==> config.mk <==
export PLATFORM = sky130hd
export DESIGN_NAME = radio_digital_audio_out
export DESIGN_NICKNAME = d
export VERILOG_FILES = /design/src/rtl/audio_out_pkg.sv /design/src/rtl/pin_sync.sv /design/src/rtl/radio_digital_audio_out.sv
export SDC_FILE = /design/constraint.sdc
export NUM_CORES = 1
export LEC_CHECK = 0
export BUFFER_PORTS_ARGS = -buffer_cell sky130_fd_sc_hd__buf_2
export CORE_MARGIN = 1.5
export CORE_UTILIZATION = 25
export DETAILED_ROUTE_END_ITERATION = 8
export PLACE_DENSITY = 0.55
export SETUP_SLACK_MARGIN = 0.4
export SKIP_LAST_GASP = 1
export SLEW_MARGIN = 20
export SYNTH_ARGS = -nofsm -noshare
export SYNTH_HDL_FRONTEND = slang
export SYNTH_SLANG_ARGS = --single-unit
==> constraint.sdc <==
create_clock -name sys_clk -period 2.15 [get_ports sys_clk]
set_input_delay 0.1075 -clock sys_clk [delete_from_list [all_inputs] [get_ports sys_clk]]
set_output_delay 0.1075 -clock sys_clk [all_outputs]
set_load 0.1 [all_outputs]
==> src/rtl/audio_out_pkg.sv <==
package audio_out_pkg;
  localparam int SYS_CLK_HZ = 40000000;
  localparam int SYNC_STAGES = 3;

  typedef enum logic [1:0] {
    FMT_I2S = 2'h0,
    FMT_LEFT_JUST = 2'h1,
    FMT_PULSE = 2'h2
  } frame_fmt_t;

  typedef enum logic [1:0] {
    LEN_8 = 2'h0,
    LEN_16 = 2'h1,
    LEN_20 = 2'h2,
    LEN_24 = 2'h3
  } word_len_t;

  typedef enum logic [1:0] {
    OUT_ANALOG = 2'h0,
    OUT_DIGITAL = 2'h1,
    OUT_BOTH = 2'h2
  } out_mode_t;

  localparam int SAMPLE_W = 24;
  localparam int CNT_W = 6;
  localparam logic [CNT_W-1:0] BITS_8 = 6'h08;
  localparam logic [CNT_W-1:0] BITS_16 = 6'h10;
  localparam logic [CNT_W-1:0] BITS_20 = 6'h14;
  localparam logic [CNT_W-1:0] BITS_24 = 6'h18;
  localparam logic [CNT_W-1:0] CNT_ZERO = 6'h00;
  localparam logic [CNT_W-1:0] CNT_ONE = 6'h01;
  localparam logic [1:0] DELAY_NONE = 2'h0;
  localparam logic [1:0] DELAY_ONE = 2'h1;
endpackage

==> src/rtl/pin_sync.sv <==
`timescale 1ns/100ps
module pin_sync (
  input wire logic sys_clk, // system clock
  input wire logic rstn, // sync reset, active low
  input wire logic pin, // asynchronous input
  output logic level, // filtered level
  output logic rise, // one-cycle pulse on rise
  output logic fall // one-cycle pulse on fall
);
  logic s1;
  logic s2;
  logic s3;
  wire agree = (s2 == s3);

  always_ff @(posedge sys_clk) begin
    if (!rstn) begin
      s1 <= 1'b0;
      s2 <= 1'b0;
      s3 <= 1'b0;
      level <= 1'b0;
    end else begin
      s1 <= pin;
      s2 <= s1;
      s3 <= s2;
      if (agree) begin
        level <= s3;
      end
    end
  end

  // edges only once stages two and three agree
  assign rise = agree && s3 && !level;
  assign fall = agree && !s3 && level;
endmodule

==> src/rtl/radio_digital_audio_out.sv <==
`timescale 1ns/100ps
module radio_digital_audio_out
  import audio_out_pkg::*;
(
  input wire logic sys_clk, // 40 MHz system clock
  input wire logic rstn, // sync reset, active low
  input wire logic serial_bit_clock, // bit clock from master
  input wire logic frame_sync, // frame sync from master
  input wire logic [1:0] frameFormat, // frame_fmt_t
  input wire logic [1:0] wordLength, // word_len_t
  input wire logic [1:0] outputMode, // out_mode_t
  input wire logic fallingCapture, // master captures on falling edge
  input wire logic pulseLateMsb, // pulse format: msb on second edge
  input wire logic [SAMPLE_W-1:0] leftSample, // left sample, msb aligned
  input wire logic [SAMPLE_W-1:0] rightSample, // right sample, msb aligned
  input wire logic [SAMPLE_W-1:0] analogLeftIn, // left code to dac
  input wire logic [SAMPLE_W-1:0] analogRightIn, // right code to dac
  output logic serialData, // serial data out
  output logic serialDataOe, // data pin driven
  output logic [SAMPLE_W-1:0] analog_left_out, // left dac code
  output logic [SAMPLE_W-1:0] analog_right_out, // right dac code
  output logic analogEnable, // analog path active
  output logic sampleTaken // pulse when a stereo pair is latched
);
  typedef enum logic [2:0] {
    ST_IDLE = 3'b001,
    ST_WAIT = 3'b010,
    ST_SHIFT = 3'b100
  } shift_st_t;

  logic bclkLevel;
  logic bclkRise;
  logic bclkFall;
  logic fsLevel;
  logic fsRise;
  logic fsFall;

  pin_sync u_bclk (
    .sys_clk(sys_clk),
    .rstn(rstn),
    .pin(serial_bit_clock),
    .level(bclkLevel),
    .rise(bclkRise),
    .fall(bclkFall)
  );

  pin_sync u_fs (
    .sys_clk(sys_clk),
    .rstn(rstn),
    .pin(frame_sync),
    .level(fsLevel),
    .rise(fsRise),
    .fall(fsFall)
  );

  shift_st_t state;
  shift_st_t next_state;
  logic [SAMPLE_W-1:0] shiftReg;
  logic [SAMPLE_W-1:0] rightHold;
  logic [CNT_W-1:0] bitsLeft;
  logic [1:0] delayLeft;
  logic fsPrev;
  logic rightPending;

  wire digitalOn = (outputMode == OUT_DIGITAL) || (outputMode == OUT_BOTH);
  wire analogOn = (outputMode == OUT_ANALOG) || (outputMode == OUT_BOTH);
  // capture edge is where the master samples; launch on the opposite edge
  wire launchEdge = fallingCapture ? bclkRise : bclkFall;
  wire isPulse = (frameFormat == FMT_PULSE);
  // sync level with an edge found this cycle folded in
  wire fsNow = (fsLevel || fsRise) && !fsFall;
  // sync moves on the launch edge; starting there lets a zero-delay msb meet the next capture
  wire fsChange = launchEdge && (fsNow != fsPrev);
  wire pulseStart = isPulse && launchEdge && fsNow && !fsPrev;
  wire i2sStart = !isPulse && fsChange;
  wire wordStart = (pulseStart || i2sStart) && digitalOn;
  // channel chosen by level in the two level formats
  wire leftPhase = (frameFormat == FMT_I2S) ? !fsNow : fsNow;
  wire [SAMPLE_W-1:0] startWord = (isPulse || leftPhase) ? leftSample : rightSample;
  // first edge after sync: msb launched before next capture; second: one extra
  wire [1:0] startDelay = (frameFormat == FMT_I2S) ? DELAY_ONE :
                          (isPulse && pulseLateMsb) ? DELAY_ONE : DELAY_NONE;
  shift_st_t startState;
  assign startState = (startDelay == DELAY_NONE) ? ST_SHIFT : ST_WAIT;
  wire [CNT_W-1:0] wordBits = (wordLength == LEN_8) ? BITS_8 :
                              (wordLength == LEN_16) ? BITS_16 :
                              (wordLength == LEN_20) ? BITS_20 : BITS_24;
  wire lastBit = (bitsLeft == CNT_ONE);
  wire chainRight = isPulse && rightPending;

  always_comb begin
    next_state = state;
    unique case (state)
      ST_IDLE: begin
        if (wordStart) begin
          next_state = startState;
        end
      end
      ST_WAIT: begin
        if (wordStart) begin
          next_state = startState;
        end else if (launchEdge && delayLeft <= DELAY_ONE) begin
          next_state = ST_SHIFT;
        end
      end
      ST_SHIFT: begin
        if (wordStart) begin
          next_state = startState;
        end else if (launchEdge && lastBit && !chainRight) begin
          next_state = ST_IDLE;
        end
      end
      default: next_state = ST_IDLE;
    endcase
  end

  always_ff @(posedge sys_clk) begin
    if (!rstn) begin
      state <= ST_IDLE;
      fsPrev <= 1'b0;
    end else begin
      state <= next_state;
      if (launchEdge) begin
        fsPrev <= fsNow;
      end
    end
  end

  always_ff @(posedge sys_clk) begin
    if (!rstn) begin
      shiftReg <= '0;
      rightHold <= '0;
      bitsLeft <= CNT_ZERO;
      delayLeft <= DELAY_NONE;
      rightPending <= 1'b0;
      sampleTaken <= 1'b0;
    end else begin
      sampleTaken <= wordStart && (isPulse || leftPhase);
      if (wordStart) begin
        shiftReg <= startWord;
        rightHold <= rightSample;
        rightPending <= isPulse;
        bitsLeft <= wordBits;
        delayLeft <= startDelay;
      end else if (state == ST_WAIT && launchEdge) begin
        if (delayLeft != DELAY_NONE) begin
          delayLeft <= delayLeft - DELAY_ONE;
        end
      end else if (state == ST_SHIFT && launchEdge) begin
        if (lastBit && chainRight) begin
          shiftReg <= rightHold;
          bitsLeft <= wordBits;
          rightPending <= 1'b0;
        end else begin
          shiftReg <= {shiftReg[SAMPLE_W-2:0], 1'b0};
          bitsLeft <= bitsLeft - CNT_ONE;
        end
      end
    end
  end

  // output register: msb of shifter while shifting, else low
  always_ff @(posedge sys_clk) begin
    if (!rstn) begin
      serialData <= 1'b0;
      serialDataOe <= 1'b0;
      analog_left_out <= '0;
      analog_right_out <= '0;
      analogEnable <= 1'b0;
    end else begin
      serialDataOe <= digitalOn;
      analogEnable <= analogOn;
      if (analogOn) begin
        analog_left_out <= analogLeftIn;
        analog_right_out <= analogRightIn;
      end
      if (!digitalOn || next_state != ST_SHIFT) begin
        serialData <= 1'b0;
      end else if (wordStart) begin
        serialData <= startWord[SAMPLE_W-1];
      end else if (state == ST_SHIFT && launchEdge && lastBit && chainRight) begin
        serialData <= rightHold[SAMPLE_W-1];
      end else if (state == ST_SHIFT && launchEdge) begin
        serialData <= shiftReg[SAMPLE_W-2];
      end else begin
        serialData <= shiftReg[SAMPLE_W-1];
      end
    end
  end

  a_idle_low: assert property (@(posedge sys_clk) disable iff (!rstn)
    (next_state != ST_SHIFT) |=> !serialData)
    else $error("data not low while idle");
  a_msb_now: assert property (@(posedge sys_clk) disable iff (!rstn)
    (wordStart && startDelay == DELAY_NONE) |=>
      (state == ST_SHIFT && serialData == $past(startWord[SAMPLE_W-1])))
    else $error("msb not launched with the sync edge");
  a_mode_oe: assert property (@(posedge sys_clk) disable iff (!rstn)
    ##1 serialDataOe == $past(digitalOn))
    else $error("output enable does not follow mode");
  a_analog_en: assert property (@(posedge sys_clk) disable iff (!rstn)
    (outputMode == OUT_BOTH) |=> (analogEnable && serialDataOe))
    else $error("both mode not driving all pins");
  a_word_load: assert property (@(posedge sys_clk) disable iff (!rstn)
    wordStart |=> (bitsLeft == $past(wordBits)))
    else $error("word length not loaded");
  a_shift_down: assert property (@(posedge sys_clk) disable iff (!rstn)
    (state == ST_SHIFT && launchEdge && !lastBit && !wordStart) |=>
      (bitsLeft == $past(bitsLeft) - CNT_ONE))
    else $error("bit counter did not step");
  a_i2s_delay: assert property (@(posedge sys_clk) disable iff (!rstn)
    (wordStart && frameFormat == FMT_I2S) |=> (delayLeft == DELAY_ONE))
    else $error("i2s msb delay wrong");
  a_lj_delay: assert property (@(posedge sys_clk) disable iff (!rstn)
    (wordStart && frameFormat == FMT_LEFT_JUST) |=> (delayLeft == DELAY_NONE))
    else $error("left-justified msb delay wrong");
  a_pulse_chain: assert property (@(posedge sys_clk) disable iff (!rstn)
    (state == ST_SHIFT && launchEdge && lastBit && chainRight && !wordStart) |=>
      (state == ST_SHIFT && bitsLeft == $past(wordBits) && !rightPending))
    else $error("right word did not follow left");
  a_no_digital: assert property (@(posedge sys_clk) disable iff (!rstn)
    (outputMode == OUT_ANALOG) |=> !serialData)
    else $error("data toggling in analog mode");
endmodule

* Yosys cells after proc, flatten, opt, wreduce, memory -nomap -nowiden
Index checks and enable logic that the tools add are counted.
** Operators by class
- Equal/unequal tests :: 14
- Reductions and logical operators :: 55
- Add/sub/neg operators :: 2
- Bitwise gates (word level) :: 1
- $lt $le $gt $ge :: 1
- Muxes and demuxes :: 33
** Operators by type and width (count)
- $mux W24 :: 5
- $logic_and A1 B1 Y1 :: 26
- $mux W6 :: 4
- $mux W3 :: 6
- $mux W1 :: 11
- $logic_not A1 Y1 :: 10
- $reduce_bool A2 Y1 :: 5
- $pmux W3 S3 :: 1
- $logic_not A2 Y1 :: 4
- $mux W4 :: 2
- $eq A2 B2 Y1 const B :: 3
- $eq A6 B1 Y1 const B :: 1
- $logic_or A1 B1 Y1 :: 6
- $mux W2 :: 3
- $sub A6 B1 Y6 const B :: 1
- $mux W5 :: 1
- $eq A2 B1 Y1 const B :: 2
- $reduce_and A2 Y1 :: 2
- $eq A3 B1 Y1 const B :: 1
- $eq A3 B2 Y1 const B :: 1
- $eq A3 B3 Y1 const B :: 1
- $ne A3 B3 Y1 const B :: 1
- $reduce_and A3 Y1 :: 1
- $eq A1 B1 Y1 :: 2
- other kinds (6) :: 6
** Word-level totals
- Register bits :: 121
- Word-level logic and storage cells :: 127

* Longest topological paths before layout
- Depth after elaboration :: 15
- Mapped depth :: 9
- Gate-level depth less buffers :: 7

* By module
From an unflattened synthesis, not the netlist that was laid out.
** Unflattened totals
- Cells, all modules :: 653
- Area total of the unflattened synthesis :: 5320.1 sq um
** Modules (own cells, without submodules)
- radio_digital_audio_out :: area each 4999.8 sq um, cells each 623, instances 1, sequential area each 2262.2 sq um
- pin_sync :: area each 160.2 sq um, cells each 15, instances 2, sequential area each 80.1 sq um

* Worst setup path after synthesis
OpenSTA, ideal clock, no wires.
- Path kind :: register -> register
- Start point :: register u_bclk.s2
- End point :: register serialData
- Cell stages (with the launch flop) :: 9
- Arrival :: 1721 ps
- Period minus slack after synthesis :: 1824 ps
- Required time :: 2047 ps
- Slack :: 326 ps
- Cells stage by stage :: dfxtp_1 > inv_1 > ha_1 > nand3b_4 > a221oi_4 > and2_4 > buf_6 > o21ai_2 > a2111oi_2
** On the way
- Word-level cells in the longest chain between the ends :: 14
- Elaborated cells on any way between the ends :: 31
** RTL lines
- start: declaration :: RTL line pin_sync.sv:11 : logic s2;
- start signal: assignment :: RTL line pin_sync.sv:18 : s2 <= 1'b0;
- start signal: assignment :: RTL line pin_sync.sv:23 : s2 <= s1;
- $eq A1 B1 Y1 (*) :: RTL line pin_sync.sv:13 : wire agree = (s2 == s3);
- $logic_and A1 B1 Y1 (on tied branches) (2 in series) :: RTL line pin_sync.sv:33, pin_sync.sv:32
- $mux W1 (*) :: RTL line radio_digital_audio_out.sv:68 : wire launchEdge = fallingCapture ? bclkRise : bclkFall;
- $logic_and A1 B1 Y1 (3 in series) :: RTL line radio_digital_audio_out.sv:74 : wire pulseStart = isPulse && launchEdge && fsNow && !fsPrev;
- $logic_or A1 B1 Y1 :: RTL line radio_digital_audio_out.sv:76 : wire wordStart = (pulseStart || i2sStart) && digitalOn;
- $logic_and A1 B1 Y1 :: RTL line radio_digital_audio_out.sv:76
- $mux W3 (on tied branches) :: RTL line radio_digital_audio_out.sv:107, radio_digital_audio_out.sv:95, radio_digital_audio_out.sv:100
- $pmux W3 S3 :: RTL line radio_digital_audio_out.sv:93 : unique case (state)
- $ne A3 B3 Y1 :: RTL line radio_digital_audio_out.sv:177 : if (!digitalOn || next_state != ST_SHIFT) begin
- $logic_or A1 B1 Y1 :: RTL line radio_digital_audio_out.sv:177
- $reduce_or A2 Y1 (no line)
- end signal: assignment :: RTL line radio_digital_audio_out.sv:180 : serialData <= startWord[SAMPLE_W-1];
- end signal: assignment :: RTL line radio_digital_audio_out.sv:182 : serialData <= rightHold[SAMPLE_W-1];
- end signal: assignment :: RTL line radio_digital_audio_out.sv:184 : serialData <= shiftReg[SAMPLE_W-2];
- end: declaration :: RTL line radio_digital_audio_out.sv:18 : output logic serialData,
Mark *: on every way between the ends. The rest lies on a longest branch, timed or not.
A chain may end at the register's enable or synchronous reset.

* Worst setup path after layout
- Start point :: register u_bclk.s2
- End point :: register shiftReg[18]
** On the way
- Word-level cells in the longest chain between the ends :: 11
- Elaborated cells on any way between the ends :: 19
** RTL lines
- $eq A1 B1 Y1 (*) :: RTL line pin_sync.sv:13
- $logic_and A1 B1 Y1 (on tied branches) (2 in series) :: RTL line pin_sync.sv:33, pin_sync.sv:32
- $mux W1 (*) :: RTL line radio_digital_audio_out.sv:68
- $logic_and A1 B1 Y1 (3 in series) :: RTL line radio_digital_audio_out.sv:74
- $logic_or A1 B1 Y1 :: RTL line radio_digital_audio_out.sv:76
- $logic_and A1 B1 Y1 :: RTL line radio_digital_audio_out.sv:76
- $ne A2 B2 Y1 (no line) or $reduce_bool A2 Y1 (tied branches)
- $reduce_and A2 Y1 (no line)
- end signal: assignment :: RTL line radio_digital_audio_out.sv:140 : shiftReg <= startWord;
- end signal: assignment :: RTL line radio_digital_audio_out.sv:151 : shiftReg <= rightHold;
- end signal: assignment :: RTL line radio_digital_audio_out.sv:155 : shiftReg <= {shiftReg[SAMPLE_W-2:0], 1'b0};
- end: declaration :: RTL line radio_digital_audio_out.sv:58 : logic [SAMPLE_W-1:0] shiftReg;
Marks and branches as above.

==> flow_metrics.env <==
export IMPL_pwr_share_seq=0.382
export IMPL_grt_pass1_wl_mm=26.3
export IMPL_vdd_drop_max_mv=0.466
export IMPL_crit_family="compound AO/OA/AOI/OAI gates"
export IMPL_drc_errors=0
export IMPL_busiest_layer="met2"
export IMPL_layout_cells_non_filler=1193
export IMPL_clock_power_share=0.459
export IMPL_p_int_mw=4.29
export IMPL_synth_cell_types=53
export IMPL_dp_cells=1064
export IMPL_clk_pin_slew_ps=60
export IMPL_area_growth_pct=55.2
export IMPL_antenna_found_initial=2
export IMPL_syn_nets=778
export IMPL_cts_tree="done"
export IMPL_clock_sinks=121
export IMPL_root_buffer="clkbuf_16"
export IMPL_status="finished, final reports clean"
export IMPL_io_buffers=159
export IMPL_place_hpwl_mm=10.2
export IMPL_crit_chain="inv_2 -> ha_4 -> nand3b_4 -> a221oi_4 -> buf_6 -> nand2_8 -> clkbuf_16 -> a211oi_1 -> a311oi_1"
export IMPL_worstSkewPairLatency_ps=410
export IMPL_final_cell_mix="196 x nand2_1, 159 x buf_2, 113 x dfxtp_1, 87 x a21oi_1, 74 x dlygate4sd3_1"
export IMPL_final_common_cell="nand2_1"
export IMPL_fmax_mhz=542
export IMPL_p_switching_mw=1.83
export IMPL_r2r_worst_path_cells=9
export IMPL_finalCritPeriodShare=0.858
export IMPL_avgSynthCellArea_um2=8.28
export IMPL_finalInstanceArea_um2=8480
export IMPL_grt_usage=0.146
export IMPL_r2r_start="u_bclk.s2"
export IMPL_synthesis_area_um2=5460
export IMPL_worstHoldPathType="primary input to flip-flop"
export IMPL_gr_total_overflow=0
export IMPL_drive_above_1_share=0.353
export IMPL_path_depth=9
export IMPL_ys_flop_type="dfxtp_1"
export IMPL_vias=5620
export IMPL_pre_cts_ws_ps=180
export IMPL_cp_arrival_ps=2140
export IMPL_cap_violations=0
export IMPL_pwr_share_comb=0.159
export IMPL_tightest_slew_ps=534
export IMPL_gr_usage_met2=0.233
export IMPL_hold_path_endpoint="u_bclk.s2"
export IMPL_crit_path_start_kind="flip-flop"
export IMPL_hold_start="rstn"
export IMPL_min_period_ps=1840
export IMPL_drt_iter0_drc=261
export IMPL_cts_made_buffers=17
export IMPL_nFillCells=2145
export IMPL_grt_pass1_vias=5289
export IMPL_cp_slowest_stage_delay_ps=340
export IMPL_htree_levels=4
export IMPL_ios=160
export IMPL_crit_path_end_kind="flip-flop"
export IMPL_max_slew_margin=0.646
export IMPL_register_area_um2=2430
export IMPL_grt_use_met1=0.189
export IMPL_start_util=0.257
export IMPL_async_flop_share=0
export IMPL_multi_input_area_um2=3030
export IMPL_synth_warnings=0
export IMPL_routedWlPerCell_um=14.9
export IMPL_dieHeight_um=151
export IMPL_netlist_instances=660
export IMPL_r2r_end="shiftReg[18]"
export IMPL_wirelength_mm=17.7
export IMPL_p_leak_nw=3.50
export IMPL_powerDensity_nw_per_um2=722
export IMPL_placed_area_um2=6560
export IMPL_postRouteAntennaNets=0
export IMPL_slowest_stage="dfxtp_2"
export IMPL_worst_slack_ps=306
export IMPL_place_congestion=0.772
export IMPL_min_path_cells=2
export IMPL_rows=53
export IMPL_final_nets=1023
export IMPL_path_class="flip-flop to flip-flop"
export IMPL_tns_ps=0
export IMPL_synth_edff_count=0
export IMPL_dr_pass1_iters=7
export IMPL_synth_seq_cells=121
export IMPL_cp_max_fo=17
export IMPL_clockBufferDepth=2
export IMPL_finalMaxSlewViolations=0
export IMPL_coreArea_um2=21200
export IMPL_synth_seq_area_share=0.443
export IMPL_finClkSkew_ps=10.3
export IMPL_required_ps=2440
export IMPL_setup_viol=0
export IMPL_hold_violations=0
export IMPL_rsz0062_at_grt="true"
export IMPL_met3_usage=0.0491
export IMPL_p_sw_frac=0.299
export IMPL_rrSetupSlack_ps=310
export IMPL_die_area_um2=22700
export IMPL_crit_buf_inv=3
export IMPL_fp_dieW_um=151
export IMPL_via_per_inst=4.71
export IMPL_grt_max_degree=68
## worst max-delay path by stage
stage	startpoint	endpoint	slack (ps)
2_1_floorplan	u_bclk.s2	serialData	390
3_3_place_gp	u_fs.s2	shiftReg[8]	230
4_1_cts	u_bclk.s2	serialData	340
5_1_grt	u_bclk.s2	serialData	220
6_report	u_bclk.s2	shiftReg[18]	310
3_5_place_dp	u_fs.s2	shiftReg[0]	180
## kinds of logic after synthesis
group                    Yosys count  share of synthesized area
AO/OA/AOI/OAI                    164                      0.197
XOR/XNOR                           2                    0.00321
adder cells (fa/ha/maj)           11                     0.0254
buffers and inverters             65                     0.0570
flip-flops                       121                      0.443
multiplexers                      24                     0.0490
AND/OR/NAND/NOR                  273                      0.225
## worst reg2reg max path: stages (launching register included)
cell and delay [ps]:
dfxtp_2 340, inv_2 80, ha_4 140, nand3b_4 100, a221oi_4 330, buf_6 160, nand2_8 90, clkbuf_16 220
a211oi_1 200, a311oi_1 70
## power by group through the flow
| stage | clock, mW | sequential [mW] | combinational [mW] |
|---|---|---|---|
| after floorplan | 0 | 2.81 | 0.186 |
| after global placement | 0 | 2.38 | 0.842 |
| after detailed placement | 0 | 2.38 | 0.842 |
| after CTS | 2.87 | 2.34 | 0.957 |
| after global routing | 2.97 | 2.34 | 1.03 |
| final | 2.81 | 2.34 | 0.975 |
## through the flow
stage | util | power (mW) | hold slack [ps]
after CTS | 0.379 | 6.16 | 26.5
final | 0.400 | 6.12 | 44.3
after global placement | 0.309 | 3.22 | 316
after global routing | 0.399 | 6.34 | 51.5
after floorplan | - | 2.99 | 229
after detailed placement | 0.309 | 3.23 | 319
## registers in the layout, summed over array words and instances, names as in the netlist, 2 cells and up
name              cells
shiftReg             24
bitsLeft              6
analog_left_out      24
analog_right_out     24
delayLeft             2
state                 3
rightHold            24
## synth_stat cells (2+ instances only)
library cell  number  area (µm²)
a211oi_1          26         195
a21boi_2           2        22.5
a21oi_1           91         455
a221oi_1           2        17.5
a311oi_1          23         201
and2_1             6        37.5
and3_1            26         163
and3b_1            2        17.5
buf_2              6        30.0
buf_4              6        45.0
buf_6              5        56.3
clkbuf_1          32         120
dfxtp_1          121        2420
ha_1              10         125
inv_1             16        60.1
mux2_2            22         248
mux2i_1            2        20.0
nand2_1          197         739
nand2b_1           2        12.5
nand3_1            2        10.0
nand3b_4           2        40.0
nor2_1            14        52.6
nor2b_1            3        18.8
nor3_1             5        25.0
o2111ai_1          3        26.3
o21a_1             2        15.0
o21ai_0            2        10.0
o21ai_2            3        26.3
o22ai_1            2        12.5
or3_1              2        12.5
## what timing repair did
action,4_1_cts,5_1_grt
resized for setup,30,48
gates cloned,1,6
hold buffers,74,0
setup buffers,5,11
endpoints found under the setup margin,54,61
hold endpoints to repair,74,0
pin swaps,4,8
## final cells by class
cell class              instances  share of cell area
diodes                          1            0.000295
clock buffers                  17              0.0502
clock inverters                14              0.0177
inverters                      16             0.00753
multi-input cells             475               0.357
flip-flops and latches        121               0.287
well taps                     275              0.0406
repair buffers                274               0.240
## layer usage
layer  routed length, µm  vias to the layer above
li1                    -                     2788
met1                7990                     2616
met2                8250                      196
met3                1280                       18
met4                 175                        2
met5                  12                        -
No activity file was read; power rests on OpenSTA's default activity.
